<file path="config.mk">
export PLATFORM = sky130hd
export DESIGN_NAME = uart_buffer_status_multiproc_filter
export DESIGN_NICKNAME = d
export VERILOG_FILES = /design/src/verilog/uart_pkg.sv /design/src/verilog/uart_buffer_status_multiproc_filter.sv
export VERILOG_INCLUDE_DIRS = /design/src /design/src/verilog
export SDC_FILE = /design/constraint.sdc
export NUM_CORES = 1
export LEC_CHECK = 0
export BUFFER_PORTS_ARGS = -buffer_cell sky130_fd_sc_hd__buf_2
export CORE_MARGIN = 1.5
export CORE_UTILIZATION = 55
export CTS_CLUSTER_DIAMETER = 100
export DETAILED_ROUTE_END_ITERATION = 8
export HOLD_SLACK_MARGIN = 0.12
export PLACE_DENSITY_LB_ADDON = 0.05
export SETUP_SLACK_MARGIN = 0.3
export SYNTH_ARGS = -nofsm -noshare
export SYNTH_HDL_FRONTEND = slang
export SYNTH_SLANG_ARGS = --single-unit
</file>
<file path="constraint.sdc">
create_clock -name i_clk -period 13.7 [get_ports i_clk]
set_input_delay 1.37 -clock i_clk [delete_from_list [all_inputs] [get_ports i_clk]]
set_output_delay 1.37 -clock i_clk [all_outputs]
set_load 0.01 [all_outputs]
</file>
<file path="src/verilog/uart_cfg.svh">
/*
 * Offsets, field positions, reset values and timing counts of the serial transceiver.
 * Assumes inclusion by bare name from design files.
 */
`ifndef UART_CFG_SVH
`define UART_CFG_SVH
`define ADR_DATA 2'h0
`define ADR_CSA 2'h1
`define ADR_CSB 2'h2
`define ADR_CSC 2'h3
`define CSA_RXC 7
`define CSA_TXC 6
`define CSA_TX_BUFFER_EMPTY 5
`define CSA_FE 4
`define CSA_DOR 3
`define CSA_UPE 2
`define CSA_DBL 1
`define CSA_MPF 0
`define CSB_RXIE 7
`define CSB_TXIE 6
`define CSB_EIE 5
`define CSB_RXON 4
`define CSB_TXON 3
`define CSB_SZH 2
`define CSB_RX9 1
`define CSB_TX9 0
`define CSC_PEN 5
`define CSC_PODD 4
`define CSC_STOP2 3
`define CSC_SZ1 2
`define CSC_SZ0 1
`define CSC_RST 8'h06
`define DIV_NORMAL 5'h10
`define DIV_DOUBLE 5'h08
`define DIV_BITS 5
`endif

</file>
<file path="src/verilog/uart_pkg.sv">
/*
 * Types shared by the serial transceiver.
 * Assumes the compile order header, package, module.
 */
package uart_pkg;
    typedef enum logic [3:0] {
        TX_IDLE = 4'b0001,
        TX_START = 4'b0010,
        TX_DATA = 4'b0100,
        TX_STOP = 4'b1000
    } tx_state_e;
    typedef enum logic [3:0] {
        RX_IDLE = 4'b0001,
        RX_START = 4'b0010,
        RX_DATA = 4'b0100,
        RX_STOP = 4'b1000
    } rx_state_e;
endpackage
</file>
<file path="src/verilog/uart_buffer_status_multiproc_filter.sv">
/*
 * Serial transceiver: data window, two-entry receive FIFO, status flags, enables,
 * character size and multi-processor address filter, plus a simple bit engine.
 * Assumes a single clock, a one-cycle register port and an asynchronous rx pin.
 */
// Local design decisions: the address map and strobed register access.
`timescale 1ns/1ps
`include "uart_cfg.svh"
module uart_buffer_status_multiproc_filter #(
    parameter int BAUD_W = 12
) (
    input wire logic i_clk,
    input wire logic i_rst_n,
    input wire logic [1:0] i_addr,
    input wire logic [7:0] i_wdata,
    input wire logic i_wr,
    input wire logic i_rd,
    output logic [7:0] o_rdata,
    input wire logic [BAUD_W-1:0] i_baud_div,
    input wire logic i_global_ie,
    input wire logic i_tx_irq_ack,
    input wire logic i_rxd,
    output logic o_txd,
    output logic o_tx_pin_owned,
    output logic o_rx_pin_owned,
    output logic o_irq_rx,
    output logic o_irq_tx,
    output logic o_irq_empty
);
    logic rst_s1_r, rst_n_r;
    always_ff @(posedge i_clk or negedge i_rst_n) begin
        if (!i_rst_n) begin
            rst_s1_r <= 1'b0;
            rst_n_r <= 1'b0;
        end else begin
            rst_s1_r <= 1'b1;
            rst_n_r <= rst_s1_r;
        end
    end
    logic rxd_s1_r, rxd_r;
    always_ff @(posedge i_clk or negedge rst_n_r) begin
        if (!rst_n_r) begin
            rxd_s1_r <= 1'b1;
            rxd_r <= 1'b1;
        end else begin
            rxd_s1_r <= i_rxd;
            rxd_r <= rxd_s1_r;
        end
    end

    // Control state
    logic dbl_r, mpf_r, rxie_r, txie_r, eie_r, rxon_r, txon_req_r, txon_r, szh_r, tx9_r;
    logic [7:0] csc_r;
    logic txc_r, tx_buffer_empty_r;
    logic [8:0] txbuf_r;
    logic [7:0] rdata_r;

    wire wr_data = i_wr && i_addr == `ADR_DATA;
    wire wr_csa = i_wr && i_addr == `ADR_CSA;
    wire wr_csb = i_wr && i_addr == `ADR_CSB;
    wire wr_csc = i_wr && i_addr == `ADR_CSC;
    wire rd_data = i_rd && i_addr == `ADR_DATA;
    wire [2:0] size_code = {szh_r, csc_r[`CSC_SZ1], csc_r[`CSC_SZ0]};
    wire nine_bit = size_code == 3'h7;
    wire [3:0] nbits = nine_bit ? 4'h9 : {2'h0, size_code[1:0]} + 4'h5;
    wire [4:0] div_sel = dbl_r ? `DIV_DOUBLE : `DIV_NORMAL;
    wire par_en = csc_r[`CSC_PEN];

    function automatic logic [8:0] mask_char(input logic [8:0] d, input logic [3:0] n);
        logic [8:0] m;
        m = 9'h1ff >> (4'h9 - n);
        return d & m;
    endfunction

    // Baud tick: divisor of i_baud_div+1 times div_sel
    logic [BAUD_W-1:0] pre_r;
    logic [`DIV_BITS-1:0] sub_r;
    logic tick_r;
    always_ff @(posedge i_clk or negedge rst_n_r) begin
        if (!rst_n_r) begin
            pre_r <= '0;
            sub_r <= '0;
            tick_r <= 1'b0;
        end else begin
            tick_r <= 1'b0;
            if (pre_r == i_baud_div) begin
                pre_r <= '0;
                if (sub_r >= div_sel - 5'h1) begin
                    sub_r <= '0;
                    tick_r <= 1'b1;
                end else begin
                    sub_r <= sub_r + 5'h1;
                end
            end else begin
                pre_r <= pre_r + 1'b1;
            end
        end
    end

    // Transmitter
    uart_pkg::tx_state_e tx_st_r;
    logic [8:0] tx_sh_r;
    logic [3:0] tx_cnt_r;
    logic tx_par_r, txd_r;
    logic tx_busy;
    assign tx_busy = tx_st_r != uart_pkg::TX_IDLE;
    wire tx_load = txon_r && !tx_buffer_empty_r && !tx_busy;
    wire tx_done = tx_busy && tick_r && tx_st_r == uart_pkg::TX_STOP && tx_cnt_r == 4'h0;
    always_ff @(posedge i_clk or negedge rst_n_r) begin
        if (!rst_n_r) begin
            tx_st_r <= uart_pkg::TX_IDLE;
            tx_sh_r <= '0;
            tx_cnt_r <= '0;
            tx_par_r <= 1'b0;
            txd_r <= 1'b1;
        end else begin
            case (tx_st_r)
                uart_pkg::TX_IDLE: begin
                    txd_r <= 1'b1;
                    if (tx_load) begin
                        tx_sh_r <= txbuf_r;
                        tx_par_r <= csc_r[`CSC_PODD];
                        tx_cnt_r <= nbits;
                        tx_st_r <= uart_pkg::TX_START;
                    end
                end
                uart_pkg::TX_START: if (tick_r) begin
                    txd_r <= 1'b0;
                    tx_st_r <= uart_pkg::TX_DATA;
                end
                uart_pkg::TX_DATA: if (tick_r) begin
                    if (tx_cnt_r != 4'h0) begin
                        txd_r <= tx_sh_r[0];
                        tx_par_r <= tx_par_r ^ tx_sh_r[0];
                        tx_sh_r <= tx_sh_r >> 1;
                        tx_cnt_r <= tx_cnt_r - 4'h1;
                    end else begin
                        txd_r <= par_en ? tx_par_r : 1'b1;
                        tx_cnt_r <= {3'h0, csc_r[`CSC_STOP2]} + {3'h0, par_en};
                        tx_st_r <= uart_pkg::TX_STOP;
                    end
                end
                uart_pkg::TX_STOP: if (tick_r) begin
                    txd_r <= 1'b1;
                    if (tx_cnt_r == 4'h0) begin
                        tx_st_r <= uart_pkg::TX_IDLE;
                    end else begin
                        tx_cnt_r <= tx_cnt_r - 4'h1;
                    end
                end
                default: tx_st_r <= uart_pkg::TX_IDLE;
            endcase
        end
    end

    // Receiver bit engine, one sample per bit tick
    uart_pkg::rx_state_e rx_st_r;
    logic [8:0] rx_sh_r;
    logic [3:0] rx_cnt_r;
    logic rx_par_r, rx_pend_r, rx_perr_r;
    logic [11:0] rx_hold_r;
    wire rx_start = rxon_r && rxd_r == 1'b0 && rx_st_r == uart_pkg::RX_IDLE;
    // Receive bit timer restarts on the start edge so samples land mid-bit
    logic [BAUD_W-1:0] rx_pre_r;
    logic [`DIV_BITS-1:0] rx_sub_r;
    logic rx_tick_r;
    always_ff @(posedge i_clk or negedge rst_n_r) begin
        if (!rst_n_r) begin
            rx_pre_r <= '0;
            rx_sub_r <= '0;
            rx_tick_r <= 1'b0;
        end else begin
            rx_tick_r <= 1'b0;
            if (rx_start) begin
                rx_pre_r <= '0;
                rx_sub_r <= {1'b0, div_sel[4:1]};
            end else if (rx_pre_r == i_baud_div) begin
                rx_pre_r <= '0;
                rx_sub_r <= (rx_sub_r >= div_sel - 5'h1) ? 5'h00 : rx_sub_r + 5'h1;
                rx_tick_r <= rx_sub_r >= div_sel - 5'h1;
            end else begin
                rx_pre_r <= rx_pre_r + 1'b1;
            end
        end
    end
    wire rx_frame = rx_tick_r && rx_st_r == uart_pkg::RX_STOP;
    wire rx_stop_ok = rxd_r;
    wire rx_marker = nine_bit ? rx_sh_r[8] : rx_stop_ok;
    wire [8:0] rx_char = mask_char(rx_sh_r >> (4'h9 - nbits), nbits);
    wire rx_keep = !mpf_r || rx_marker;

    logic [11:0] fifo_r [2]; // {dor, upe, fe, ninth/char}
    logic [1:0] fcnt_r;
    logic dor_pend_r;
    wire fifo_push = rx_pend_r && fcnt_r != 2'h2;
    wire fifo_pop = rd_data && fcnt_r != 2'h0;
    always_ff @(posedge i_clk or negedge rst_n_r) begin
        if (!rst_n_r) begin
            rx_st_r <= uart_pkg::RX_IDLE;
            rx_sh_r <= '0;
            rx_cnt_r <= '0;
            rx_par_r <= 1'b0;
            rx_perr_r <= 1'b0;
            rx_pend_r <= 1'b0;
            rx_hold_r <= '0;
            dor_pend_r <= 1'b0;
        end else if (!rxon_r) begin
            rx_st_r <= uart_pkg::RX_IDLE;
            rx_pend_r <= 1'b0;
            dor_pend_r <= 1'b0;
        end else begin
            if (fifo_push) begin
                rx_pend_r <= 1'b0;
                dor_pend_r <= 1'b0;
            end
            case (rx_st_r)
                uart_pkg::RX_IDLE: if (rx_start) begin
                    if (rx_pend_r && fcnt_r == 2'h2) begin
                        dor_pend_r <= 1'b1;
                    end
                    rx_cnt_r <= nbits;
                    rx_par_r <= csc_r[`CSC_PODD];
                    rx_st_r <= uart_pkg::RX_START;
                end
                uart_pkg::RX_START: if (rx_tick_r) begin
                    rx_st_r <= uart_pkg::RX_DATA;
                end
                uart_pkg::RX_DATA: if (rx_tick_r) begin
                    if (rx_cnt_r != 4'h0) begin
                        rx_sh_r <= {rxd_r, rx_sh_r[8:1]};
                        rx_par_r <= rx_par_r ^ rxd_r;
                        rx_cnt_r <= rx_cnt_r - 4'h1;
                        if (rx_cnt_r == 4'h1 && !par_en) begin
                            rx_st_r <= uart_pkg::RX_STOP;
                        end
                    end else begin
                        rx_perr_r <= rx_par_r ^ rxd_r;
                        rx_st_r <= uart_pkg::RX_STOP;
                    end
                end
                uart_pkg::RX_STOP: if (rx_tick_r) begin
                    rx_st_r <= uart_pkg::RX_IDLE;
                    if (rx_keep && !(rx_pend_r && fcnt_r == 2'h2)) begin
                        rx_pend_r <= 1'b1;
                        rx_hold_r <= {1'b0, par_en & rx_perr_r, !rx_stop_ok, rx_char};
                    end
                end
                default: rx_st_r <= uart_pkg::RX_IDLE;
            endcase
        end
    end
    wire [11:0] push_word = {dor_pend_r | rx_hold_r[11], rx_hold_r[10:0]};

    // Two-entry receive FIFO, head at index 0
    always_ff @(posedge i_clk or negedge rst_n_r) begin
        if (!rst_n_r) begin
            fcnt_r <= '0;
            fifo_r[0] <= '0;
            fifo_r[1] <= '0;
        end else if (!rxon_r) begin
            fcnt_r <= '0;
        end else begin
            case ({fifo_push, fifo_pop})
                2'b10: begin
                    fifo_r[fcnt_r[0]] <= push_word;
                    fcnt_r <= fcnt_r + 2'h1;
                end
                2'b01: begin
                    fifo_r[0] <= fifo_r[1];
                    fcnt_r <= fcnt_r - 2'h1;
                end
                2'b11: begin
                    if (fcnt_r == 2'h1) begin
                        fifo_r[0] <= push_word;
                    end else begin
                        fifo_r[0] <= fifo_r[1];
                        fifo_r[1] <= push_word;
                    end
                end
                default: fcnt_r <= fcnt_r;
            endcase
        end
    end
    wire rx_complete = fcnt_r != 2'h0;
    wire [11:0] head = rx_complete ? fifo_r[0] : 12'h000;

    // Register file and flags
    always_ff @(posedge i_clk or negedge rst_n_r) begin
        if (!rst_n_r) begin
            dbl_r <= 1'b0;
            mpf_r <= 1'b0;
            {rxie_r, txie_r, eie_r, rxon_r, txon_req_r, szh_r, tx9_r} <= '0;
            txon_r <= 1'b0;
            csc_r <= `CSC_RST;
            txc_r <= 1'b0;
            tx_buffer_empty_r <= 1'b1;
            txbuf_r <= '0;
        end else begin
            if (wr_csa) begin
                dbl_r <= i_wdata[`CSA_DBL];
                mpf_r <= i_wdata[`CSA_MPF];
            end
            if (wr_csb) begin
                rxie_r <= i_wdata[`CSB_RXIE];
                txie_r <= i_wdata[`CSB_TXIE];
                eie_r <= i_wdata[`CSB_EIE];
                rxon_r <= i_wdata[`CSB_RXON];
                txon_req_r <= i_wdata[`CSB_TXON];
                szh_r <= i_wdata[`CSB_SZH];
                tx9_r <= i_wdata[`CSB_TX9];
            end
            if (wr_csc) begin
                csc_r <= {1'b0, i_wdata[6:0]};
            end
            if (txon_req_r) begin
                txon_r <= 1'b1;
            end else if (tx_buffer_empty_r && !tx_busy) begin
                txon_r <= 1'b0;
            end
            if (wr_data && tx_buffer_empty_r) begin
                txbuf_r <= mask_char({tx9_r, i_wdata}, nbits);
                tx_buffer_empty_r <= 1'b0;
            end else if (tx_load) begin
                tx_buffer_empty_r <= 1'b1;
            end
            if (tx_done && tx_buffer_empty_r && !(wr_data && tx_buffer_empty_r)) begin
                txc_r <= 1'b1;
            end else if ((wr_csa && i_wdata[`CSA_TXC]) || i_tx_irq_ack) begin
                txc_r <= 1'b0;
            end
        end
    end
    wire [7:0] csa_val = {rx_complete, txc_r, tx_buffer_empty_r, head[9], head[11], head[10], dbl_r, mpf_r};
    wire [7:0] csb_val = {rxie_r, txie_r, eie_r, rxon_r, txon_req_r, szh_r, head[8], tx9_r};
    wire [7:0] rd_mux = (i_addr == `ADR_DATA) ? head[7:0] :
                        (i_addr == `ADR_CSA) ? csa_val :
                        (i_addr == `ADR_CSB) ? csb_val : csc_r;
    always_ff @(posedge i_clk or negedge rst_n_r) begin
        if (!rst_n_r) begin
            rdata_r <= '0;
        end else begin
            rdata_r <= i_rd ? rd_mux : 8'h00;
        end
    end
    assign o_rdata = rdata_r;
    assign o_txd = txon_r ? txd_r : 1'b1;
    assign o_tx_pin_owned = txon_r;
    assign o_rx_pin_owned = rxon_r;
    assign o_irq_rx = rxie_r && i_global_ie && rx_complete;
    assign o_irq_tx = txie_r && i_global_ie && txc_r;
    assign o_irq_empty = eie_r && i_global_ie && tx_buffer_empty_r;

    chk_empty_reset: assert property (@(posedge i_clk) $rose(rst_n_r) |-> tx_buffer_empty_r)
        else $error("buffer empty not set after reset");
    chk_write_ignored: assert property (@(posedge i_clk) disable iff (!rst_n_r)
        (wr_data && !tx_buffer_empty_r) |=> $stable(txbuf_r))
        else $error("write while full altered buffer");
    chk_rxc_level: assert property (@(posedge i_clk) disable iff (!rst_n_r)
        (!rxon_r && !$past(rxon_r)) |-> !rx_complete)
        else $error("receive complete wrong");
    chk_fifo_pop: assert property (@(posedge i_clk) disable iff (!rst_n_r)
        (rd_data && rxon_r && fcnt_r == 2'h2 && !fifo_push) |=> fcnt_r == 2'h1)
        else $error("fifo did not advance on read");
    chk_irq_gate: assert property (@(posedge i_clk) disable iff (!rst_n_r)
        o_irq_tx |-> (txie_r && i_global_ie && txc_r))
        else $error("tx interrupt without cause");
    chk_tx_off_wait: assert property (@(posedge i_clk) disable iff (!rst_n_r)
        $fell(txon_r) |-> $past(tx_buffer_empty_r && !tx_busy))
        else $error("transmitter disabled while busy");
    chk_txc_set: assert property (@(posedge i_clk) disable iff (!rst_n_r)
        (tx_done && tx_buffer_empty_r && !wr_data) |=> txc_r)
        else $error("transmit complete not set");
    chk_filter_drop: assert property (@(posedge i_clk) disable iff (!rst_n_r)
        (rx_frame && rxon_r && mpf_r && !rx_marker && !rx_pend_r) |=> !rx_pend_r)
        else $error("filtered frame accepted");
    chk_load_shift: assert property (@(posedge i_clk) disable iff (!rst_n_r)
        tx_load |=> (tx_st_r == uart_pkg::TX_START && tx_buffer_empty_r))
        else $error("buffered char not loaded");
endmodule // uart_buffer_status_multiproc_filter

</file>
==> metrics.cfg, run 1 <==
[floorplanning]
core_area_um2=14000
ios=43
fp.dieH_um=123
dieWidth_um=123
rows=43
start_util=0.568
die_area_um2=15200

[grt]
antenna_found_initial=0
grt_pass1_wl_um=29500
grt_pass1_vias=5853
grt_start_max_net_pins=64
gr-total-overflow=0
grt_util_all_layers=0.253

[synth]
synth_area_um2=7950
synth_ff_type=dfrtp_1
yosysTopAreaCellShare=0.457
ys_seq_area_frac=0.483
synth_top_area_cell=dfrtp_1
yosys_warnings=0
synth.net_count=830
syn_area_per_cell_um2=10.2
yosysUniqueCellTypes=77
synthArstFlopShare=1.00
syn_inst=783
yosys-top-cells-count=dfrtp_1, nand2_1, nor2_1
synth-edff-count=0
synth_most_common_cell=dfrtp_1
ys_seq_elements=153
post_synth_main_area_contributors=dfrtp_1, mux2_2, nand2_1, nor2_1, o21ai_0

[timing]
hold-worst-slack_ns=0.282
post-route-period-util=0.237
finalSetupTns_ns=0
report.final.slew_viol_count=0
tightest_slew_ns=0.988
finalSetupViolations=0
clock-skew-final_ns=0.00657
hold_viol_final=0
rsz0062_at_grt=false
fmaxAchievable_mhz=307
maxSlewHeadroom=0.341
min_period_ns=3.25

[clock_tree]
ctsHoldBuffers=0
clock-sinks=153
clk_pin_slew_ns=0.06
cts_tree=done
insertion_delay_ns=0.42
numCtsBuffers=17
postCtsSetupRepairBufs=0
cts_resized=0
cts_max_level=4
cts_root_buf=clkbuf_16
cts_max_path_buffers=2

[route]
dr_total_vias=5973
wl_um=17800
drc=0
drt_iter0_markers=403
routed_via_density=5.97
wl_per_cell_um=17.8
drtPass1Iterations=4
postRouteAntennaNets=0

[worst_setup_path]
critPathRequiredTime_ns=14.02
rr_worst_depth=8
crit_path_frequent_cell=ha_1
cp-startpoint=csc_r[1]$_DFFE_PN1P_
start_kind=flop
cp-end-kind=flop
path_cells=ha_1 -> a21bo_2 -> ha_1 -> xor2_1 -> nor2_1 -> o21ai_0 -> nand2_1 -> o31ai_1
critical_path.slowest_cell=dfstp_2
slowest_delay_ns=0.75
crit_arrival_ns=3.58
crit_cells=8
critPathBufInv=0
r2r-end=rx_hold_r[0]$_DFFE_PN0P_
crit_end=rx_hold_r[0]$_DFFE_PN0P_
r2r_setup_slack_ns=10.45
worstSetupPathType=reg2reg
r2r_start=csc_r[1]$_DFFE_PN1P_
path_delay_family=adder cells
path_max_fanout=18

[run]
drv_cap=0

[power]
p_leak_nw=3.93
peakVddDrop_mv=0.148
powerDensity_nw_per_um2=171

[placed_design]
dp_hpwl_um=12400
place_congestion=0.945
port_buffers=42

[cells_and_area]
nNetsFinal=856
syn2layout_area_growth_pct=11.5
diodes=0
drive_gt1_frac=0.164

[outcome]
outcome=finished, final reports clean

[worst_hold_path]
holdCritPathClass=reg2async

==> power by group <==
part	switching [mW]	internal (mW)
clock	0.178	0.322
combinational	0.214	0.167
sequential	0.0991	0.539
==> cells in the final DEF, fill, tap and decap left out, drive strengths merged, types with 6 or more instances in the layout <==
master  netlist  layout
nand2b        7       7
xor2         26      26
buf          28      47
clkbuf       12      23
nor3         16      16
nor2b         6       6
a21oi        39      39
and3         14      14
mux2         32      32
mux2i        22      22
inv          21      21
a22oi        16      16
dfstp         8       8
o21ai        62      62
ha           18      18
nand2        73      73
xnor2        25      25
a22o         18      18
nand4         9       9
nor2         67      67
a211oi        7       7
nor4b         8       8
dfrtp       145     145
nand3        24      24
==> metal layers <==
layer / vias up / wire (um) / GRT usage
met1: 2945 / 8240 / 0.346
met2: 148 / 8550 / 0.407
met4: 0 / 309 / 0.0841
met3: 22 / 744 / 0.0503
met5: - / 0 / 0
li1: 2858 / - / -
==> worst register-to-register path: stages, from the launching register on <==
cell	delay, ns
dfstp_2	0.75
ha_1	0.58
a21bo_2	0.34
ha_1	0.27
xor2_1	0.55
nor2_1	0.24
o21ai_0	0.13
nand2_1	0.08
o31ai_1	0.21
==> cell type report <==
type | count | area, um^2
Tap cell | 180 | 225
Clock inverter | 8 | 143
Fill cell | 1143 | 5130
Timing Repair Buffer | 47 | 248
Sequential cell | 153 | 3840
Multi-Input combinational cell | 568 | 3830
Clock buffer | 23 | 488
Inverter | 22 | 82.6
==> stage by stage <==
stage | setup WS, ns | util | cells | cell area (um^2) | power [mW]
floorplan | 9.14 | - | 783 | 7950 | 0.921
global placement | 10.30 | 0.588 | 970 | 8230 | 1.00
detailed placement | 10.19 | 0.588 | 970 | 8230 | 1.02
CTS | 10.49 | 0.633 | 1001 | 8860 | 1.53
global route | 10.16 | 0.633 | 1001 | 8860 | 1.61
finish | 10.45 | 0.633 | 1001 | 8860 | 1.52
==> logic make-up after synthesis <==
kind of cell	after synthesis	synth area share
and+or+nand+nor	255	0.166
AOI/OAI and AO/OA	189	0.156
DFF	153	0.483
buffers and inverters	62	0.0359
muxes	54	0.0740
xor gates and xnor gates	51	0.0562
adders and majority gates	18	0.0283
other	1	0.000472
==> flip-flops by register name, summed over array words and instances, names as in the netlist, 2 cells and up <==
register / flops
sub_r: 5
rx_pre_r: 12
tx_st_r: 4
rx_sub_r: 5
csc_r: 7
o_rdata: 8
tx_cnt_r: 4
rx_hold_r: 11
fifo_r: 24
txbuf_r: 9
rx_sh_r: 9
tx_sh_r: 9
pre_r: 12
rx_st_r: 4
fcnt_r: 2
rx_cnt_r: 4
==> worst min path at each step <==
stage                                   to          startpoint  cells after the start
floorplan                rst_n_r$_DFF_PN0_  rst_s1_r$_DFF_PN0_                      0
global placement    rx_st_r[2]$_DFFE_PN0P_   rst_n_r$_DFF_PN0_                      0
detailed placement  rx_st_r[2]$_DFFE_PN0P_   rst_n_r$_DFF_PN0_                      0
CTS                 rx_st_r[3]$_DFFE_PN0P_   rst_n_r$_DFF_PN0_                      0
global route        rx_st_r[3]$_DFFE_PN0P_   rst_n_r$_DFF_PN0_                      0
finish              rx_st_r[3]$_DFFE_PN0P_   rst_n_r$_DFF_PN0_                      0
(Power assumes the default switching activity.)
==> inputs of run 2 (changes only) <==
clock period = 2.7 ns   (was 13.7 ns; I/O delays follow)
==> metrics.cfg, run 2 (synthesized netlist as in run 1, its figures left out) <==
[route]
drc=0  ; unchanged
wl_per_cell_um=17.9  ; +0.34%
routed_via_density=6.03  ; +1.1%
drtPass1Iterations=5  ; +1
postRouteAntennaNets=0  ; unchanged
wl_um=18300  ; +2.5%
dr_total_vias=6169  ; +3.3%
drt_iter0_markers=478  ; +19%

[timing]
finalSetupTns_ns=0  ; unchanged
post-route-period-util=0.831  ; +0.594
min_period_ns=2.24  ; -1.01 ns
report.final.slew_viol_count=0  ; unchanged
clock-skew-final_ns=0.00838  ; +0.00182 ns
fmaxAchievable_mhz=446  ; +45%
hold_viol_final=0  ; unchanged
tightest_slew_ns=0.690  ; -0.299 ns
finalSetupViolations=0  ; unchanged
maxSlewHeadroom=0.540  ; +0.199
fin_ws_ns=0.455  ; -9.99 ns
rsz0062_at_grt=false
hold-worst-slack_ns=0.134  ; -0.148 ns

[power]
p_leak_nw=4.01  ; +2.0%
peakVddDrop_mv=0.390  ; +160%
powerDensity_nw_per_um2=838  ; +390%

[floorplanning]
core_area_um2=14000  ; unchanged
die_area_um2=15200  ; unchanged
dieWidth_um=123  ; unchanged
fp.dieH_um=123  ; unchanged
rows=43  ; unchanged
start_util=0.568  ; unchanged
ios=43  ; unchanged

[worst_setup_path]
critPathRequiredTime_ns=3.00  ; -11.02 ns
path_max_fanout=9  ; -9
cp-end-kind=flop
worstSetupPathType=reg2reg
start_kind=flop
crit_arrival_ns=2.55  ; -1.03 ns

[placed_design]
place_congestion=0.919  ; -2.7%
port_buffers=42  ; unchanged
dp_hpwl_um=13000  ; +5.0%
dp_slack_ns=0.233  ; -9.96 ns

[cells_and_area]
nFillCells=1154  ; +0.96%
layout_common_cells=dfrtp_1, nand2_1, nor2_1
reg_top3=fifo_r (24), pre_r (12), rx_pre_r (12)
syn2layout_area_growth_pct=13.8
final_common_cell=dfrtp_1
nNetsFinal=877  ; +2.5%
largest_register_ffs=24  ; unchanged
drive_gt1_frac=0.187  ; +0.0230
largest_register=fifo_r
diodes=0  ; unchanged

[clock_tree]
clk_pin_slew_ns=0.06  ; about the same
cts_max_path_buffers=2  ; unchanged
clock-sinks=153  ; unchanged
cts_tree=done
cts_root_buf=clkbuf_16
cts_max_level=4  ; unchanged
numCtsBuffers=17  ; unchanged
insertion_delay_ns=0.42  ; about the same

[grt]
grt_start_max_net_pins=56  ; -13%
gr-total-overflow=0  ; unchanged
grt_pass1_wl_um=30100  ; +2.0%
antenna_found_initial=0  ; unchanged
grt_util_all_layers=0.257  ; +0.00324
grt_pass1_vias=6025  ; +2.9%

[worst_hold_path]
holdCritPathClass=in2reg

[run]
drv_cap=0  ; unchanged

[outcome]
outcome=finished, final reports clean

[run 2: worst paths after layout]
| kind | startpoint | endpoint | slack [ns] | depth (start not counted) |
|---|---|---|---|---|
| setup / recovery | csc_r[2]$_DFFE_PN1P_ | rx_hold_r[2]$_DFFE_PN0P_ | 0.46 | 7 |
| setup reg to reg | csc_r[2]$_DFFE_PN1P_ | rx_hold_r[2]$_DFFE_PN0P_ | 0.46 | 7 |
| hold / removal | i_wdata[6] | txbuf_r[6]$_DFFE_PN0N_ | 0.13 | 3 |
| min in group asynchronous | i_rst_n | rst_n_r$_DFF_PN0_ | 0.15 | 2 |
| hold reg to reg | rst_s1_r$_DFF_PN0_ | rst_n_r$_DFF_PN0_ | 0.35 | 0 |
| max in group asynchronous | rst_n_r$_DFF_PN0_ | tx_st_r[0]$_DFFE_PN1P_ | 1.54 | 1 |
[run 2: repair_timing]
action | 4_1_cts | 5_1_grt
setup buffers | 0 | 2
hold buffers | 5 | 0
endpoints found under the setup margin | 14 | 31
gates resized for setup | 2 | 4
pin swaps | 0 | 1
hold endpoints to repair | 6 | 0
[run 2: critical path, stage by stage, from the launching register on]
cell and delay, ns:
dfstp_2 0.54, ha_1 0.24, a21bo_2 0.26, ha_2 0.31, xor2_4 0.14, a31oi_1 0.16
a21oi_1 0.08, o41ai_1 0.38
[run 2: per-stage QoR]
stage | instances | utilization | total power, mW | instance area, um^2
3_3_place_gp | 984 | 0.598 | 5.15 | 8360
6_report | 1023 | 0.647 | 7.58 | 9040
4_1_cts | 1021 | 0.644 | 7.59 | 9000
3_5_place_dp | 984 | 0.598 | 5.23 | 8360
2_1_floorplan | 783 | - | 4.67 | 7950
5_1_grt | 1023 | 0.647 | 8.01 | 9040
[run 2: routing by layer]
layer / routed length (um) / GRT usage / vias to the layer above / share of wire
li1: - / - / 2901 / -
met1: 8350 / 0.345 / 3069 / 0.46
met2: 8850 / 0.424 / 165 / 0.48
met3: 747 / 0.0415 / 34 / 0.041
met4: 345 / 0.0884 / 0 / 0.019
met5: 0 / 0 / - / 0
[run 2: final cells by class]
class	instances	area, um^2	area share
flip-flops and latches	153	3840	0.425
repair buffers	68	443	0.0490
clock inverters	12	126	0.0140
clock buffers	20	457	0.0505
inverters	22	82.6	0.00913
multi-input cells	568	3870	0.428
well taps	180	225	0.0249
[run 2: where the power goes]
group / internal (mW) / leakage (nW) / switching [mW]
sequential: 2.73 / 1.98 / 0.485
clock: 1.40 / 0.286 / 0.940
combinational: 0.890 / 1.74 / 1.13
total: 5.03 / 4.01 / 2.55
